### src/hdl/dap_consts.svh
`ifndef DAP_CONSTS_SVH
`define DAP_CONSTS_SVH

// ****************************************************************
// Bus widths and port count
// ****************************************************************
`define DAP_ADDR_W 32
`define DAP_DATA_W 64
`define DAP_STRB_W 8
`define DAP_ID_W 4
`define DAP_NPORT 2

// ****************************************************************
// Burst length, size, type and lock encodings
// ****************************************************************
`define DAP_LEN_ONE 4'h0
`define DAP_LEN_MAX 4'h3
`define DAP_SIZE_8 2'h0
`define DAP_SIZE_16 2'h1
`define DAP_SIZE_32 2'h2
`define DAP_SIZE_64 2'h3
`define DAP_BURST_INCR 2'h1
`define DAP_BURST_WRAP 2'h2
`define DAP_LOCK_NORMAL 2'h0
`define DAP_LOCK_EXCL 2'h1
`define DAP_LOCK_LOCKED 2'h2

// ****************************************************************
// User sideband bit positions
// ****************************************************************
`define DAP_USER_SHARED 0
`define DAP_USER_ATTR_LO 1
`define DAP_USER_ATTR_HI 4
`define DAP_AWUSER_EVICT 5
`define DAP_AWUSER_CLEAN 6

`endif

### src/hdl/dap_pkg.sv
`include "dap_consts.svh"

package dap_pkg;

    // ****************************************************************
    // Internal request and data carriers
    // ****************************************************************
    typedef struct packed {
        logic write;
        logic [`DAP_ADDR_W-1:0] addr;
        logic [3:0] len;
        logic [1:0] size;
        logic [1:0] burst;
        logic [1:0] lock;
        logic [3:0] cache;
        logic [2:0] prot;
        logic [`DAP_ID_W-1:0] id;
        logic [3:0] attr;
        logic shared;
        logic evict;
        logic clean_evict;
    } dap_cmd_t;

    typedef struct packed {
        logic [`DAP_DATA_W-1:0] data;
        logic [`DAP_STRB_W-1:0] strb;
    } dap_wd_t;

    // ****************************************************************
    // Bus channel payloads
    // ****************************************************************
    typedef struct packed {
        logic [`DAP_ADDR_W-1:0] addr;
        logic [3:0] len;
        logic [1:0] size;
        logic [1:0] burst;
        logic [1:0] lock;
        logic [3:0] cache;
        logic [2:0] prot;
        logic [`DAP_ID_W-1:0] id;
        logic [4:0] user;
    } dap_ar_t;

    typedef struct packed {
        logic [`DAP_ADDR_W-1:0] addr;
        logic [3:0] len;
        logic [1:0] size;
        logic [1:0] burst;
        logic [1:0] lock;
        logic [3:0] cache;
        logic [2:0] prot;
        logic [`DAP_ID_W-1:0] id;
        logic [6:0] user;
    } dap_aw_t;

    typedef struct packed {
        logic [`DAP_ID_W-1:0] id;
        logic [`DAP_DATA_W-1:0] data;
        logic [`DAP_STRB_W-1:0] strb;
        logic last;
    } dap_w_t;

    typedef struct packed {
        logic [`DAP_ID_W-1:0] id;
        logic [`DAP_DATA_W-1:0] data;
        logic [1:0] resp;
        logic last;
    } dap_r_t;

    typedef struct packed {
        logic [`DAP_ID_W-1:0] id;
        logic [1:0] resp;
    } dap_b_t;

endpackage : dap_pkg

### src/hdl/dap_sink_slot.sv
`timescale 1ns/1ps

// One-entry holding stage for a channel the port receives (read data,
// write response). The far side is gated by the bus clock enable; the
// local side runs at full rate.
module dap_sink_slot
    import dap_pkg::*;
#(
    parameter int W = 8
) (
    // Clock and reset
    input wire logic ref_clk,
    input wire logic rst_n,
    input wire logic bus_en,
    // Far side
    input wire logic in_valid,
    input wire logic [W-1:0] in_data,
    output logic in_ready,
    // Local side
    output logic out_valid,
    output logic [W-1:0] out_data,
    input wire logic out_ready
);

    logic in_ready_reg;
    logic out_valid_reg;
    logic out_valid_next;
    logic [W-1:0] out_data_reg;
    logic take;

    // Only an enabled edge completes a far-side transfer
    assign take = in_valid & in_ready_reg & bus_en;

    // ****************************************************************
    // Slot occupancy
    // ****************************************************************
    always_comb begin
        out_valid_next = out_valid_reg;
        if (take) begin
            out_valid_next = 1'b1;
        end else if (out_ready) begin
            out_valid_next = 1'b0;
        end
    end

    // Ready is registered, so it only offers a slot that is already free
    always_ff @(posedge ref_clk or negedge rst_n) begin
        if (!rst_n) begin
            out_valid_reg <= 1'b0;
            in_ready_reg <= 1'b0;
        end else begin
            out_valid_reg <= out_valid_next;
            in_ready_reg <= ~out_valid_next;
        end
    end

    // Payload capture
    always_ff @(posedge ref_clk or negedge rst_n) begin
        if (!rst_n) begin
            out_data_reg <= '0;
        end else if (take) begin
            out_data_reg <= in_data;
        end
    end

    assign in_ready = in_ready_reg;
    assign out_valid = out_valid_reg;
    assign out_data = out_data_reg;

endmodule : dap_sink_slot

### src/hdl/dap_top.sv
`timescale 1ns/1ps
`include "dap_consts.svh"

module dap_top
    import dap_pkg::*;
(
    // Clock and reset
    input wire logic ref_clk,
    input wire logic rst_n,
    // Integration controls
    input wire logic bus_domain_clock_enable,
    input wire logic second_port_enable,
    // Internal requests, one per port
    input wire logic [`DAP_NPORT-1:0] cmd_valid,
    input wire dap_cmd_t [`DAP_NPORT-1:0] cmd,
    output logic [`DAP_NPORT-1:0] cmd_ready,
    // Internal write data
    input wire logic [`DAP_NPORT-1:0] wd_valid,
    input wire dap_wd_t [`DAP_NPORT-1:0] wd,
    output logic [`DAP_NPORT-1:0] wd_ready,
    // Internal read data
    output logic [`DAP_NPORT-1:0] rd_valid,
    output dap_r_t [`DAP_NPORT-1:0] rd,
    input wire logic [`DAP_NPORT-1:0] rd_ready,
    // Internal write responses
    output logic [`DAP_NPORT-1:0] rsp_valid,
    output dap_b_t [`DAP_NPORT-1:0] rsp,
    input wire logic [`DAP_NPORT-1:0] rsp_ready,
    // Read address channel
    output logic [`DAP_NPORT-1:0] m_arvalid,
    output dap_ar_t [`DAP_NPORT-1:0] m_ar,
    input wire logic [`DAP_NPORT-1:0] m_arready,
    // Write address channel
    output logic [`DAP_NPORT-1:0] m_awvalid,
    output dap_aw_t [`DAP_NPORT-1:0] m_aw,
    input wire logic [`DAP_NPORT-1:0] m_awready,
    // Write data channel
    output logic [`DAP_NPORT-1:0] m_wvalid,
    output dap_w_t [`DAP_NPORT-1:0] m_w,
    input wire logic [`DAP_NPORT-1:0] m_wready,
    // Read data channel
    input wire logic [`DAP_NPORT-1:0] m_rvalid,
    input wire dap_r_t [`DAP_NPORT-1:0] m_r,
    output logic [`DAP_NPORT-1:0] m_rready,
    // Write response channel
    input wire logic [`DAP_NPORT-1:0] m_bvalid,
    input wire dap_b_t [`DAP_NPORT-1:0] m_b,
    output logic [`DAP_NPORT-1:0] m_bready
);

    // ****************************************************************
    // Encoding helpers
    // ****************************************************************

    // Over-long requests are cut to four beats; the tail is the requester's job
    function automatic logic [3:0] clamp_len(input logic [3:0] len);
        clamp_len = (len > `DAP_LEN_MAX) ? `DAP_LEN_MAX : len;
    endfunction : clamp_len

    // Fixed and reserved types fall back to incrementing
    function automatic logic [1:0] fix_burst(input logic [1:0] burst);
        fix_burst = (burst == `DAP_BURST_WRAP) ? `DAP_BURST_WRAP : `DAP_BURST_INCR;
    endfunction : fix_burst

    function automatic dap_ar_t to_ar(input dap_cmd_t c);
        dap_ar_t a;
        a.addr = c.addr;
        a.len = clamp_len(c.len);
        a.size = c.size;
        a.burst = fix_burst(c.burst);
        // Reserved lock code 11 degrades to a normal access
        a.lock = (c.lock == `DAP_LOCK_LOCKED) ? `DAP_LOCK_LOCKED :
                 (c.lock == `DAP_LOCK_EXCL) ? `DAP_LOCK_EXCL : `DAP_LOCK_NORMAL;
        a.cache = c.cache;
        a.prot = c.prot;
        a.id = c.id;
        a.user = '0;
        a.user[`DAP_USER_ATTR_HI:`DAP_USER_ATTR_LO] = c.attr;
        a.user[`DAP_USER_SHARED] = c.shared;
        to_ar = a;
    endfunction : to_ar

    function automatic dap_aw_t to_aw(input dap_cmd_t c);
        dap_aw_t a;
        a.addr = c.addr;
        a.len = clamp_len(c.len);
        a.size = c.size;
        a.burst = fix_burst(c.burst);
        // Locked writes do not exist on this channel
        a.lock = (c.lock == `DAP_LOCK_EXCL) ? `DAP_LOCK_EXCL : `DAP_LOCK_NORMAL;
        a.cache = c.cache;
        a.prot = c.prot;
        a.id = c.id;
        a.user = '0;
        a.user[`DAP_AWUSER_CLEAN] = c.clean_evict;
        a.user[`DAP_AWUSER_EVICT] = c.evict;
        a.user[`DAP_USER_ATTR_HI:`DAP_USER_ATTR_LO] = c.attr;
        a.user[`DAP_USER_SHARED] = c.shared;
        to_aw = a;
    endfunction : to_aw

    // ****************************************************************
    // Per-port master engine
    // ****************************************************************
    genvar p;
    generate
        for (p = 0; p < `DAP_NPORT; p++) begin : g_port
            logic port_on;
            logic ar_v_reg;
            logic ar_v_next;
            dap_ar_t ar_reg;
            logic aw_v_reg;
            logic aw_v_next;
            dap_aw_t aw_reg;
            logic w_v_reg;
            logic w_v_next;
            dap_w_t w_reg;
            logic [2:0] wleft_reg;
            logic [2:0] wleft_next;
            logic [`DAP_ID_W-1:0] wid_reg;
            logic cmd_rdy_reg;
            logic wd_rdy_reg;
            logic ar_fire;
            logic aw_fire;
            logic w_fire;
            logic cmd_take;
            logic rd_take;
            logic wr_take;
            logic wd_take;

            // Port 1 is only offered requests when the integrator enables it
            assign port_on = (p == 0) | second_port_enable;

            // Bus transfers complete only on enabled edges
            assign ar_fire = ar_v_reg & m_arready[p] & bus_domain_clock_enable;
            assign aw_fire = aw_v_reg & m_awready[p] & bus_domain_clock_enable;
            assign w_fire = w_v_reg & m_wready[p] & bus_domain_clock_enable;
            assign cmd_take = cmd_valid[p] & cmd_rdy_reg;
            assign rd_take = cmd_take & ~cmd[p].write;
            assign wr_take = cmd_take & cmd[p].write;
            assign wd_take = wd_valid[p] & wd_rdy_reg;

            // Next occupancy of each outgoing stage
            always_comb begin
                ar_v_next = rd_take | (ar_v_reg & ~ar_fire);
                aw_v_next = wr_take | (aw_v_reg & ~aw_fire);
                w_v_next = wd_take | (w_v_reg & ~w_fire);
                wleft_next = wleft_reg;
                if (wr_take) begin
                    wleft_next = 3'(clamp_len(cmd[p].len)) + 3'h1;
                end else if (wd_take) begin
                    wleft_next = wleft_reg - 3'h1;
                end
            end

            // Stage valids and beat count
            always_ff @(posedge ref_clk or negedge rst_n) begin
                if (!rst_n) begin
                    ar_v_reg <= 1'b0;
                    aw_v_reg <= 1'b0;
                    w_v_reg <= 1'b0;
                    wleft_reg <= 3'h0;
                end else begin
                    ar_v_reg <= ar_v_next;
                    aw_v_reg <= aw_v_next;
                    w_v_reg <= w_v_next;
                    wleft_reg <= wleft_next;
                end
            end

            // Registered readies; one idle cycle per request keeps them honest
            always_ff @(posedge ref_clk or negedge rst_n) begin
                if (!rst_n) begin
                    cmd_rdy_reg <= 1'b0;
                    wd_rdy_reg <= 1'b0;
                end else begin
                    cmd_rdy_reg <= port_on & ~ar_v_next & ~aw_v_next & ~w_v_next
                                   & (wleft_next == 3'h0);
                    wd_rdy_reg <= (wleft_next != 3'h0) & ~w_v_next;
                end
            end

            // Address payloads load only into an empty stage
            always_ff @(posedge ref_clk or negedge rst_n) begin
                if (!rst_n) begin
                    ar_reg <= '0;
                    aw_reg <= '0;
                    wid_reg <= '0;
                end else begin
                    if (rd_take) begin
                        ar_reg <= to_ar(cmd[p]);
                    end
                    if (wr_take) begin
                        aw_reg <= to_aw(cmd[p]);
                        wid_reg <= cmd[p].id;
                    end
                end
            end

            // Write beats take the burst identifier and flag the final beat
            always_ff @(posedge ref_clk or negedge rst_n) begin
                if (!rst_n) begin
                    w_reg <= '0;
                end else if (wd_take) begin
                    w_reg.id <= wid_reg;
                    w_reg.data <= wd[p].data;
                    w_reg.strb <= wd[p].strb;
                    w_reg.last <= (wleft_reg == 3'h1);
                end
            end

            assign m_arvalid[p] = ar_v_reg;
            assign m_ar[p] = ar_reg;
            assign m_awvalid[p] = aw_v_reg;
            assign m_aw[p] = aw_reg;
            assign m_wvalid[p] = w_v_reg;
            assign m_w[p] = w_reg;
            assign cmd_ready[p] = cmd_rdy_reg;
            assign wd_ready[p] = wd_rdy_reg;

            // Read data return stage
            dap_sink_slot #(
                .W($bits(dap_r_t))
            ) u_rslot (
                .ref_clk(ref_clk),
                .rst_n(rst_n),
                .bus_en(bus_domain_clock_enable),
                .in_valid(m_rvalid[p]),
                .in_data(m_r[p]),
                .in_ready(m_rready[p]),
                .out_valid(rd_valid[p]),
                .out_data(rd[p]),
                .out_ready(rd_ready[p])
            );

            // Write response return stage
            dap_sink_slot #(
                .W($bits(dap_b_t))
            ) u_bslot (
                .ref_clk(ref_clk),
                .rst_n(rst_n),
                .bus_en(bus_domain_clock_enable),
                .in_valid(m_bvalid[p]),
                .in_data(m_b[p]),
                .in_ready(m_bready[p]),
                .out_valid(rsp_valid[p]),
                .out_data(rsp[p]),
                .out_ready(rsp_ready[p])
            );
        end
    endgenerate

endmodule : dap_top
### config.mk
export PLATFORM = sky130hd
export DESIGN_NAME = dap_top
export DESIGN_NICKNAME = d
export VERILOG_FILES = /design/src/hdl/dap_pkg.sv /design/src/hdl/dap_sink_slot.sv /design/src/hdl/dap_top.sv
export VERILOG_INCLUDE_DIRS = /design/src /design/src/hdl
export SDC_FILE = /design/constraint.sdc
export NUM_CORES = 1
export LEC_CHECK = 0
export BUFFER_PORTS_ARGS = -buffer_cell sky130_fd_sc_hd__clkbuf_2
export CAP_MARGIN = 40
export CORE_AREA = 2 2 386 388
export DETAILED_ROUTE_END_ITERATION = 7
export DIE_AREA = 0 0 388 390
export GPL_TIMING_DRIVEN = 0
export PLACE_DENSITY_LB_ADDON = 0.15
export SYNTH_ARGS = -nofsm -noshare
export SYNTH_HDL_FRONTEND = slang
export SYNTH_SLANG_ARGS = --single-unit
### constraint.sdc
create_clock -name ref_clk -period 1.9 [get_ports ref_clk]
set_clock_uncertainty 0.05 [all_clocks]
set_input_delay 0.285 -clock ref_clk [delete_from_list [all_inputs] [get_ports ref_clk]]
set_output_delay 0.285 -clock ref_clk [all_outputs]
set_load 0.02 [all_outputs]
### After elaboration in Yosys (flattened, before gate mapping)

Index checks and enable logic that the tools add are counted.
W data, S select, Z words.

| operators by class | value |
|---|---|
| add/subtract/negate cells | 4 |
| magnitude comparators | 2 |
| multiplexer cells | 20 |
| eq/ne operators | 8 |
| bitwise operators | 67 |
| reduce and logical (&&, ||, !) cells | 4 |

Operators with widths:

| operator | count |
|---|---|
| $and A1 B1 Y1 | 43 |
| $not A1 Y1 | 18 |
| $mux W3 | 4 |
| $mux W1 | 10 |
| $eq A2 B2 Y1 const B | 4 |
| $gt A4 B2 Y1 const B | 2 |
| $mux W2 | 4 |
| $mux W4 | 2 |
| $add A3 B1 Y3 const B | 2 |
| $eq A3 B1 Y1 const B | 2 |
| $logic_not A3 Y1 | 2 |
| $or A1 B1 Y1 | 6 |
| $reduce_bool A3 Y1 | 2 |
| $sub A3 B1 Y3 const B | 2 |
| $eq A2 B1 Y1 const B | 2 |

| storage, ports and cells | value |
|---|---|
| logic and storage cells | 173 |
| output and inout port bits | 562 |
| register bits | 568 |
| input port bits | 442 |

### Logic depth before layout (Yosys ltp)

Gate-level depths: netlist of the first run.

| logic depth | value |
|---|---|
| word-level depth | 10 |
| gate-level depth with buffers | 6 |
| gate-level depth less buffers | 6 |

### By module

A second synthesis of the first run with hierarchy kept.

| unflattened totals | value |
|---|---|
| cell total of the unflattened synthesis | 1684 |
| area, all modules | 21496.9 um^2 |

Modules (own cells, without submodules):

| module | seq. area each (um^2) | instances | cells an instance | area each (um^2) |
|---|---|---|---|---|
| dap_top | 10109.7 | 1 | 1338 | 15438.6 |
| dap_sink_slot at g_port[0].u_rslot ... | 1826.8 | 2 | 155 | 2727.6 |
| dap_sink_slot at g_port[0].u_bslot ... | 200.2 | 2 | 18 | 301.5 |

### Worst setup path after synthesis of the first run

Ideal clock, no wire load.

| timing path | value |
|---|---|
| path kind | input to register |
| start | in cmd[88] (netlist name) |
| end | reg g_port[1].wd_rdy_reg |
| arrival | 1.258 ns |
| slack | 0.464 ns |
| buffers on the path | 0 |
| setup time | 0.127 ns |
| required time | 1.723 ns |
| stages | 5 |
| path through | nor3_1 -> inv_1 -> ha_1 -> nor4_1 -> nor3_1 |

| on the way | value |
|---|---|
| word-level cells in the longest chain between the ends | 6 |

Ends and longest elaborated chain:

| what | RTL line | source |
|---|---|---|
| start: declaration | dap_top.sv:15 | `` input wire dap_cmd_t [`DAP_NPORT-1:0] cmd, `` |
| $gt A4 B2 Y1 (no source line) | n/a |  |
| $mux W4 | n/a |  |
| $add A3 B1 Y3 | dap_top.sv:150 | `wleft_next = 3'(clamp_len(cmd[p].len)) + 3'h1;` |
| $mux W3 | dap_top.sv:149 | `if (wr_take) begin` |
| $reduce_bool A3 Y1 | dap_top.sv:179 | `wd_rdy_reg <= (wleft_next != 3'h0) & ~w_v_next;` |
| $and A1 B1 Y1 | dap_top.sv:179 |  |
| end signal: assignment | dap_top.sv:179 |  |
| end: declaration | dap_top.sv:122 | `logic wd_rdy_reg;` |

Every way passes these cells.
A chain may end at the register's enable or synchronous reset.

### Final worst setup path of the first run

| timing path | value |
|---|---|
| start | in cmd[85] (netlist name) |
| end | reg g_port[1].aw_reg (netlist bit m_aw[84]) |

| on the way | value |
|---|---|
| word-level cells in the longest chain between the ends | 2 |

Ends and longest elaborated chain:

| what | RTL line | source |
|---|---|---|
| $gt A4 B2 Y1 (no source line) | n/a |  |
| $mux W4 (*) | dap_top.sv:57 | `` clamp_len = (len > `DAP_LEN_MAX) ? `DAP_LEN_MAX : len; `` |
| end signal: assignment | dap_top.sv:194 | `aw_reg <= to_aw(cmd[p]);` |
| end: declaration | dap_top.sv:114 | `dap_aw_t aw_reg;` |

Mark *: on every way between the ends. The rest lies on a longest branch, timed or not.

==> impl_metrics.csv, run 1 <==
group,metric,value,unit
detailed_routing,maxUsedRoutingLayer,"met5",
pwr,power,54.8,mW
placed_design,dp_slack,-0.277,ns
cts,clk_latency,0.66,ns
floorplanning,start_util,14.6,%
worst_setup_path,setup.worst_path.class,"in -> reg",
detailed_routing,drt-total-wl,102000,um
logic_synthesis,synth_area_leaders,"dfrtp_1 (66%), mux2_2 (17%), nand2_1 (10%)",
grt,track_usage,13.1,%
layout,fin_nets,3684,
min_path,hold_path_class,"in -> async",
timing,post-route-period-util,91.2,%
timing,tightest_slew,0.776,ns
placed_design,port_buffers,1000,
timing,setup_ws,0.166,ns
logic_synthesis,yosysTopAreaCell,"dfrtp_1",
cts,clk_pin_slew,0.06,ns
worst_setup_path,end_kind,"flop",
grt,grt-ovfl-total,0,
placed_design,dp_hpwl,78600,um
floorplanning,die_area,0.151,sq mm
cts,cts_buffers,77,
detailed_routing,vias,18406,
timing,fmax,0.577,GHz
layout,largest_reg_flops,154,
timing,period_minus_slack,1.73,ns
floorplanning,io_pins,1004,
worst_setup_path,crit_fanout,3,
status,status,"finished, final reports clean",
layout,fillers,15972,
detailed_routing,drtAntennaViolNets,0,
cts,cts_tree,"done",
pwr,p_leak,18.4,nW
cts,clock_sinks,566,
grt,grt_max_degree,94,
timing,rsz0062_at_grt,"false",
timing,slew_headroom,48.1,%
detailed_routing,viasPerCell,3.52,
detailed_routing,wl_per_cell,19.5,um
layout,layout_common_cells,"clkbuf_2 (999), nand2_1 (586), dfrtp_1 (566)",
floorplanning,die_y,390,um
logic_synthesis,ys_seq_elements,566,
run,cap_viol_max_count,0,
timing,finalSetupViolCount,0,
layout,layout_commonest_cell,"clkbuf_2",
timing,finalMaxSlewViolations,0,
logic_synthesis,synth.distinct_cells,33,
detailed_routing,drt_iter0_markers,565,
floorplanning,core,0.147,sq mm
logic_synthesis,synth_top_area_share,65.9,%
detailed_routing,wl_met2,50800,um
floorplanning,rows,141,
grt,first_global_vias,19795,
worst_setup_path,arrival,2.24,ns
layout,area_delta_synth_final,69.2,%
cts,cts_buffer_depth,3,
timing,hold_viol,0,
detailed_routing,drt-met1-wl,40500,um
logic_synthesis,synth_warnings,0,
grt,grt_pass1_wl,144000,um
pwr,peakVddDrop,0.000619,V
logic_synthesis,seq_area_frac_synth,65.9,%
worst_setup_path,worstSetupStartpointType,"input pin",
floorplanning,chipWidth,388,um
pwr,p_per_area,1510,mW/mm^2
cts,root_buffer,"clkbuf_16",
logic_synthesis,avgSynthCellArea,12.7,sq um
logic_synthesis,syn_inst,1693,
layout,post-route-util,24.7,%
detailed_routing,route.met3.wl,7840,um
detailed_routing,first_pass_iters,5,
placed_design,gp_congestion,0.757,
logic_synthesis,synth_area,0.0215,sq mm
layout,drive_above_1_share,46.8,%
detailed_routing,drc_errors,0,
cts,htreeDepth,3,
worst_setup_path,crit_required,2.41,ns
grt,grt_antenna_before_repair,21,
## final cells by class
cell class / count / area, sq um / area share, %
clock inverter: 23 / 307 / 0.843
timing repair buffer: 1464 / 9910 / 27.2
inverter: 16 / 60.1 / 0.165
sequential: 566 / 14200 / 38.9
clock buffer: 112 / 2210 / 6.07
antenna: 10 / 25.0 / 0.0688
multi-input combinational: 1012 / 6570 / 18.1
buffer: 100 / 719 / 1.98
tap: 1930 / 2410 / 6.64
## power breakdown
group          total, mW  switching (mW)  internal (mW)
clock               14.7            6.01           8.66
sequential          19.4            2.60           16.8
combinational       20.8            13.3           7.50
## stage by stage
step | TNS [ns] | std cells | cell area (sq um) | hold WS [ns]
2_1_floorplan | 0 | 1694 | 21500 | -0.0606
3_3_place_gp | -8588.29 | 4624 | 28900 | 0.410
3_5_place_dp | -46.98 | 4634 | 29100 | 0.150
4_1_cts | 0 | 5216 | 36200 | -0.0998
5_1_grt | 0 | 5228 | 36400 | 0.0163
6_report | 0 | 5233 | 36400 | 0.0357
## cells in the mapped netlist
cell type,n
nand2_1,586
dfrtp_1,566
mux2_2,319
buf_2,34
buf_6,28
buf_4,23
o21ai_0,19
inv_1,16
clkbuf_1,15
mux2_1,13
and2_1,10
nor3_1,6
a21oi_1,5
ha_1,5
nand2b_1,5
nand3_1,5
nor2_1,4
nor4_1,4
and3_1,3
nand3b_1,3
nor2b_1,3
xnor2_1,3
xor2_1,3
a21o_1,2
mux2i_1,2
nand3_4,2
nand4_1,2
o21a_1,2
a2111oi_0,1
conb_1,1
o211ai_1,1
o31ai_1,1
o41ai_1,1
## critical path, cell delays in order
cell and delay (ns):
dlygate4sd3_1 0.54, clkbuf_2 0.10, nor3_1 0.41, dlygate4sd3_1 0.68, nor2_1 0.07, a21o_1 0.16
## repair_timing
item	4_1_cts	5_1_grt
hold buffers	447	7
buffers inserted	0	0
gates resized for setup	3	2
endpoints found under the hold margin	749	20
endpoints found under the setup margin	9	1
## layer usage
metal	GRT usage, %	up-vias
met5	0	-
met4	4.46	4
met2	22.7	619
met3	4.49	149
met1	15.0	8993
li1	-	8641
## worst paths after layout
| kind | cells past startpoint | start | slack, ns | endpoint |
|---|---|---|---|---|
| setup reg to reg | 5 | g_port[0].wd_rdy_reg | 0.17 | m_w[53] |
| setup / recovery | 6 | cmd[85] | 0.17 | m_aw[84] |
| min in group ref_clk | 4 | bus_domain_clock_enable | 0.06 | g_port[0].aw_v_reg |
| hold / removal | 7 | rst_n | 0.04 | m_w[2] |
| hold reg to reg | 2 | m_w[38] | 0.42 | m_w[38] |
| max in group asynchronous | 7 | rst_n | 0.58 | g_port[0].u_rslot.out_data[67] |
## cell families (layout without fill, tap and decap cells)
group / after synthesis / count (layout) / share of synthesized area [%]
muxes: 334 / 334 / 17.5
and+or+nand+nor: 633 / 633 / 11.6
AOI/OAI and AO/OA: 32 / 32 / 0.850
buffers and inverters: 116 / 1715 / 3.60
xor gates and xnor gates: 6 / 6 / 0.245
adders and majority gates: 5 / 5 / 0.291
other: 1 / 12 / 0.0174
DFF: 566 / 566 / 65.9
Power figures use the tool's default switching activity.
==> run 2: changes to the inputs <==
--- a/config.mk
+++ b/config.mk
@@ -8,9 +8,9 @@
 export LEC_CHECK = 0
 export BUFFER_PORTS_ARGS = -buffer_cell sky130_fd_sc_hd__clkbuf_2
 export CAP_MARGIN = 40
-export CORE_AREA = 2 2 386 388
+export CORE_AREA = 2 2 390 392
 export DETAILED_ROUTE_END_ITERATION = 7
-export DIE_AREA = 0 0 388 390
+export DIE_AREA = 0 0 392 394
 export GPL_TIMING_DRIVEN = 0
 export PLACE_DENSITY_LB_ADDON = 0.15
 export SYNTH_ARGS = -nofsm -noshare
==> impl_metrics.csv, run 2 (same netlist as run 1, synthesis figures left out) <==
group,metric,value,unit
pwr,p_comb_share,37.5,%
cts,cts_buffers,77,
timing,post-route-period-util,92.2,%
status,status,"finished, final reports clean",
grt,grt_pass1_wl,144000,um
layout,layout_commonest_cell,"clkbuf_2",
placed_design,dp_slack,-0.121,ns
detailed_routing,drt_iter0_markers,524,
pwr,internal-power,33.2,mW
grt,first_global_vias,19953,
layout,layout_common_cells,"clkbuf_2 (1,003), nand2_1 (586), dfrtp_1 (566)",
timing,period_minus_slack,1.75,ns
placed_design,dp_hpwl,79700,um
floorplanning,die_y,394,um
placed_design,gp_congestion,0.793,
cts,root_buffer,"clkbuf_16",
cts,cts_buffer_depth,3,
cts,htreeDepth,3,
layout,area_delta_synth_final,68.8,%
worst_setup_path,worstSetupStartpoint,"cmd[87]",
timing,rsz0062_at_grt,"false",
cts,clock_sinks,566,
timing,hold_viol,0,
layout,fin_cells,5318,
timing,slew_headroom,47.4,%
floorplanning,io_pins,1004,
pwr,p_per_area,1520,mW/mm^2
worst_setup_path,r2r_start,"g_port[0].wd_rdy_reg",
grt,grt_antenna_before_repair,19,
detailed_routing,wl_per_cell,19.1,um
worst_setup_path,crit_top_cell,"dlygate4sd3_1",
cts,cts_tree,"done",
timing,timing.hold.ws,0.0945,ns
pwr,p_leak,18.3,nW
floorplanning,start_util,14.3,%
worst_setup_path,crit_required,2.37,ns
worst_setup_path,crit_family,"buffers and inverters",
pwr,power.share.clock,27.1,%
pwr,power.share.sequential,35.4,%
worst_setup_path,endpoint,"m_aw[84]",
grt,track_usage,13.0,%
cts,clk_latency,0.64,ns
detailed_routing,drc_errors,0,
placed_design,placed_cells,4732,
worst_setup_path,end_kind,"flop",
floorplanning,core,0.151,sq mm
grt,grt_max_degree,95,
floorplanning,chipWidth,392,um
worst_setup_path,crit_buf_inv,3,
worst_setup_path,reg2reg_depth,5,
layout,drive_above_1_share,46.9,%
worst_setup_path,max_stage_delay,0.68,ns
worst_setup_path,crit_fanout,3,
detailed_routing,drtAntennaViolNets,0,
timing,finalMaxSlewViolations,0,
floorplanning,die_area,0.154,sq mm
worst_setup_path,slowest_stage,"dlygate4sd3_1",
worst_setup_path,arrival,2.22,ns
pwr,power,55.0,mW
detailed_routing,drt-total-wl,102000,um
worst_setup_path,r2r_end,"m_w[52]",
floorplanning,rows,143,
timing,fmax,0.571,GHz
layout,ff_latch_area,0.0142,sq mm
run,cap_viol_max_count,0,
cts,clk_pin_slew,0.05,ns
layout,largest_reg_flops,154,
layout,post-route-util,24.1,%
pwr,peakVddDrop,0.000714,V
detailed_routing,first_pass_iters,4,
worst_setup_path,crit_chain,"dlygate4sd3_1, clkbuf_2, nor3_1, dlygate4sd3_1, nor2_1, a21o_1",
worst_setup_path,setup.worst_path.class,"in -> reg",
grt,grt-ovfl-total,0,
timing,setup_ws,0.149,ns
layout,fin_nets,3669,
layout,fillers,16410,
worst_setup_path,r2r_setup_slack,0.17,ns
min_path,hold_path_class,"in -> reg",
detailed_routing,vias,18381,
pwr,power.net_switching,21.8,mW
layout,multi_input_area,0.00657,sq mm
detailed_routing,viasPerCell,3.46,
timing,tightest_slew,0.788,ns
worst_setup_path,worst-path-stages,6,
worst_setup_path,worstSetupStartpointType,"input pin",
timing,finalSetupViolCount,0,
placed_design,port_buffers,1000,
pwr,p_sw_share,39.6,%
run 2: cell types whose count changed in the layout (fill, tap and decap cells not counted), moves of 2 or more:
cell,before,now
diode_2,10,7
clkbuf_8,14,20
dlygate4sd3_1,444,442
buf_6,30,28
bufinv_16,4,6
inv_6,5,3
buf_12,6,0
clkbuf_2,999,1003
buf_16,10,6
clkbuf_4,0,2
clkbuf_1,36,28
run 2: final cells by class:
type / instances / share of cell area, %
antenna: 7 / 0.0483
buffer: 99 / 1.99
clock buffer: 114 / 6.22
clock inverter: 24 / 0.883
inverter: 16 / 0.166
multi-input combinational: 1012 / 18.1
sequential: 566 / 39.0
tap: 2030 / 7.00
timing repair buffer: 1450 / 26.6
run 2: worst min-delay path: cells and delay by family:
kind / cells / cell delay (ns)
buf+inv: 1 / 0.17
simple gates: 3 / 0.25
run 2: timing repair:
| action | in CTS | in global routing |
|---|---|---|
| hold buffers | 442 | 0 |
| cloned | 0 | 0 |
| resized for setup | 6 | 3 |
| endpoints found under the setup margin | 26 | 18 |
| buffers inserted | 0 | 0 |
| hold endpoints to repair | 604 | 0 |
run 2: worst min-delay path by stage:
| stage | startpoint | to | slack, ns | depth (start not counted) |
|---|---|---|---|---|
| after global placement | m_aw[33] | m_aw[33] | 0.41 | 2 |
| after floorplan | rst_n | g_port[0].ar_v_reg | -0.06 | 0 |
| after global routing | cmd[82] | m_ar[77] | 0.07 | 3 |
| after CTS | bus_domain_clock_enable | g_port[0].w_v_reg | 0.02 | 4 |
| final | bus_domain_clock_enable | g_port[1].w_v_reg | 0.09 | 4 |
| after detailed placement | rst_n | m_w[12] | 0.28 | 1 |
run 2: layer usage:
layer	track usage [%]	part of all wire, %	vias up
li1	-	-	8605
met1	14.2	38	9006
met2	22.9	51	631
met3	5.13	8.9	135
met4	3.56	2.6	4
met5	0	0.023	-
run 2: stage by stage:
step | setup TNS [ns] | area, sq um
finish | 0 | 36300
CTS | 0 | 36300
global placement | -8592.37 | 29000
floorplan | 0 | 21500
global route | 0 | 36300
detailed placement | -0.599 | 29200
run 2: power by group through the flow:
| stage | Sequential (mW) | Clock [mW] | Combinational [mW] |
|---|---|---|---|
| global route | 20.1 | 16.0 | 22.4 |
| CTS | 19.5 | 15.6 | 21.2 |
| global placement | 19.6 | 0 | 20.4 |
| detailed placement | 19.7 | 0 | 20.4 |
| floorplan | 24.9 | 0 | 5.37 |
| finish | 19.5 | 14.9 | 20.6 |
==> run 3: changes to the inputs <==
--- a/config.mk
+++ b/config.mk
@@ -8,9 +8,9 @@
 export LEC_CHECK = 0
 export BUFFER_PORTS_ARGS = -buffer_cell sky130_fd_sc_hd__clkbuf_2
 export CAP_MARGIN = 40
-export CORE_AREA = 2 2 390 392
+export CORE_AREA = 2 2 397 399
 export DETAILED_ROUTE_END_ITERATION = 7
-export DIE_AREA = 0 0 392 394
+export DIE_AREA = 0 0 399 401
 export GPL_TIMING_DRIVEN = 0
 export PLACE_DENSITY_LB_ADDON = 0.15
 export SYNTH_ARGS = -nofsm -noshare
==> impl_metrics.csv, run 3 (same netlist as run 1, synthesis figures left out) <==
group,metric,value,unit
status,status,"complete, but fails checks",
status,violations,"negative hold slack",
layout,largest_reg_flops,154,
worst_setup_path,reg2reg_depth,6,
timing,fmax,0.579,GHz
floorplanning,die_area,0.160,sq mm
pwr,p_per_area,1490,mW/mm^2
detailed_routing,wl_per_cell,18.4,um
placed_design,dp_hpwl,76200,um
detailed_routing,vias,18231,
timing,tns,0,ns
detailed_routing,drtAntennaViolNets,0,
grt,grt-ovfl-total,0,
layout,fin_nets,3671,
cts,htreeDepth,3,
worst_setup_path,crit_family,"buffers and inverters",
cts,cts_setup_buffers,0,
cts,clk_latency,0.64,ns
floorplanning,core,0.156,sq mm
worst_setup_path,crit_top_cell,"dlygate4sd3_1",
worst_setup_path,slowest_stage,"dlygate4sd3_1",
pwr,peakVddDrop,0.000718,V
worst_setup_path,crit_chain,"dlygate4sd3_1, clkbuf_2, nor3_1, dlygate4sd3_1, nor2_1, a21o_1",
floorplanning,chipWidth,399,um
grt,track_usage,12.0,%
timing,period_minus_slack,1.73,ns
grt,grt_pass1_wl,140000,um
timing,hold_viol,142,
timing,finalMaxSlewViolations,0,
min_path,hold_path_class,"in -> async",
layout,drive_above_1_share,46.8,%
grt,grt_max_degree,95,
timing,post-route-period-util,90.9,%
detailed_routing,drc_errors,0,
worst_setup_path,worstSetupStartpointType,"input pin",
detailed_routing,drt_iter0_markers,637,
placed_design,port_buffers,1000,
worst_setup_path,r2r_setup_slack,0.17,ns
worst_setup_path,r2r_start,"g_port[0].wleft_reg[0]",
timing,tightest_slew,0.806,ns
worst_setup_path,crit_buf_inv,3,
grt,first_global_vias,19610,
floorplanning,start_util,13.8,%
layout,layout_commonest_cell,"clkbuf_2",
timing,timing.hold.ws,-0.489,ns
run,cap_viol_max_count,0,
worst_setup_path,crit_required,2.37,ns
worst_setup_path,crit_fanout,3,
timing,finalSetupViolCount,0,
timing,slew_headroom,46.3,%
worst_setup_path,end_kind,"flop",
detailed_routing,first_pass_iters,4,
detailed_routing,drt-total-wl,98000,um
pwr,p_leak,18.2,nW
cts,cts_buffers,77,
worst_setup_path,r2r_end,"g_port[0].wd_rdy_reg",
layout,layout_common_cells,"clkbuf_2 (1,001), nand2_1 (585), dfrtp_1 (566)",
cts,cts_tree,"done",
detailed_routing,viasPerCell,3.42,
floorplanning,io_pins,1004,
placed_design,gp_congestion,0.775,
layout,area_delta_synth_final,68.1,%
worst_setup_path,arrival,2.20,ns
floorplanning,die_y,401,um
cts,cts_buffer_depth,3,
worst_setup_path,setup.worst_path.class,"in -> reg",
timing,rsz0062_at_grt,"false",
grt,grt_antenna_before_repair,13,
worst_setup_path,max_stage_delay,0.67,ns
cts,root_buffer,"clkbuf_16",
floorplanning,rows,145,
cts,clk_pin_slew,0.05,ns
cts,clock_sinks,566,
run 3: cell count changes in the layout (fill, tap and decap cells not counted), moves of 2 or more:
| cell | previous run | this run |
|---|---|---|
| buf_2 | 31 | 33 |
| clkbuf_4 | 2 | 0 |
| buf_12 | 0 | 3 |
| clkinv_4 | 3 | 0 |
| clkbuf_2 | 1003 | 1001 |
| bufinv_16 | 6 | 1 |
| clkbuf_8 | 20 | 18 |
| clkbuf_1 | 28 | 24 |
run 3: metrics by stage:
step | std cells | worst slack (ns) | instance area (sq um) | total power [mW] | util [%]
2_1_floorplan | 1694 | 0.464 | 21500 | 30.3 | -
3_3_place_gp | 4752 | -15.29 | 29100 | 39.7 | 18.7
3_5_place_dp | 4760 | -0.597 | 29300 | 39.7 | 18.8
4_1_cts | 5322 | 0.0640 | 36100 | 55.1 | 23.2
5_1_grt | 5327 | 0.00901 | 36100 | 57.3 | 23.2
6_report | 5333 | 0.173 | 36100 | 53.8 | 23.2
run 3: power breakdown:
group | switching (mW) | internal, mW | total [mW]
sequential | 2.57 | 16.8 | 19.3
combinational | 13.0 | 7.42 | 20.4
clock | 5.86 | 8.23 | 14.1
total | 21.4 | 32.4 | 53.8
run 3: area by class of cell:
| type | count | area (sq um) |
|---|---|---|
| sequential | 566 | 14200 |
| timing repair buffer | 1452 | 9680 |
| fill | 17015 | 120000 |
| tap | 2058 | 2570 |
| inverter | 16 | 60.1 |
| multi-input combinational | 1012 | 6570 |
| buffer | 99 | 716 |
| clock buffer | 108 | 2220 |
| antenna | 6 | 15.0 |
| clock inverter | 16 | 145 |
run 3: what timing repair did:
action                                  CTS  global route
hold buffers                            439             5
pin swaps                                 0             0
gates resized for setup                   5             3
endpoints found under the hold margin   622            92
cloned                                    0             0
endpoints found under the setup margin   26            85
run 3: layer usage:
metal  global-route usage [%]  part of all wire, %  vias up
li1                         -                    -     8578
met1                     13.4                   39     8878
met2                     21.1                   50      630
met3                     4.08                  8.1      143
met4                     3.83                  3.2        2
met5                        0                0.013        -
run 3: worst max path at each step:
stage / start / to / slack [ns] / depth (start not counted)
after floorplan: cmd[88] / g_port[1].wd_rdy_reg / 0.46 / 5
after global placement: rst_n / g_port[1].u_rslot.out_data[3] / -15.29 / 1
final: cmd[85] / m_aw[84] / 0.17 / 6
after CTS: g_port[0].wd_rdy_reg / m_w[60] / 0.06 / 5
after detailed placement: rst_n / g_port[1].u_rslot.out_data[27] / -0.60 / 4
after global routing: g_port[0].wd_rdy_reg / m_w[60] / 0.009 / 5
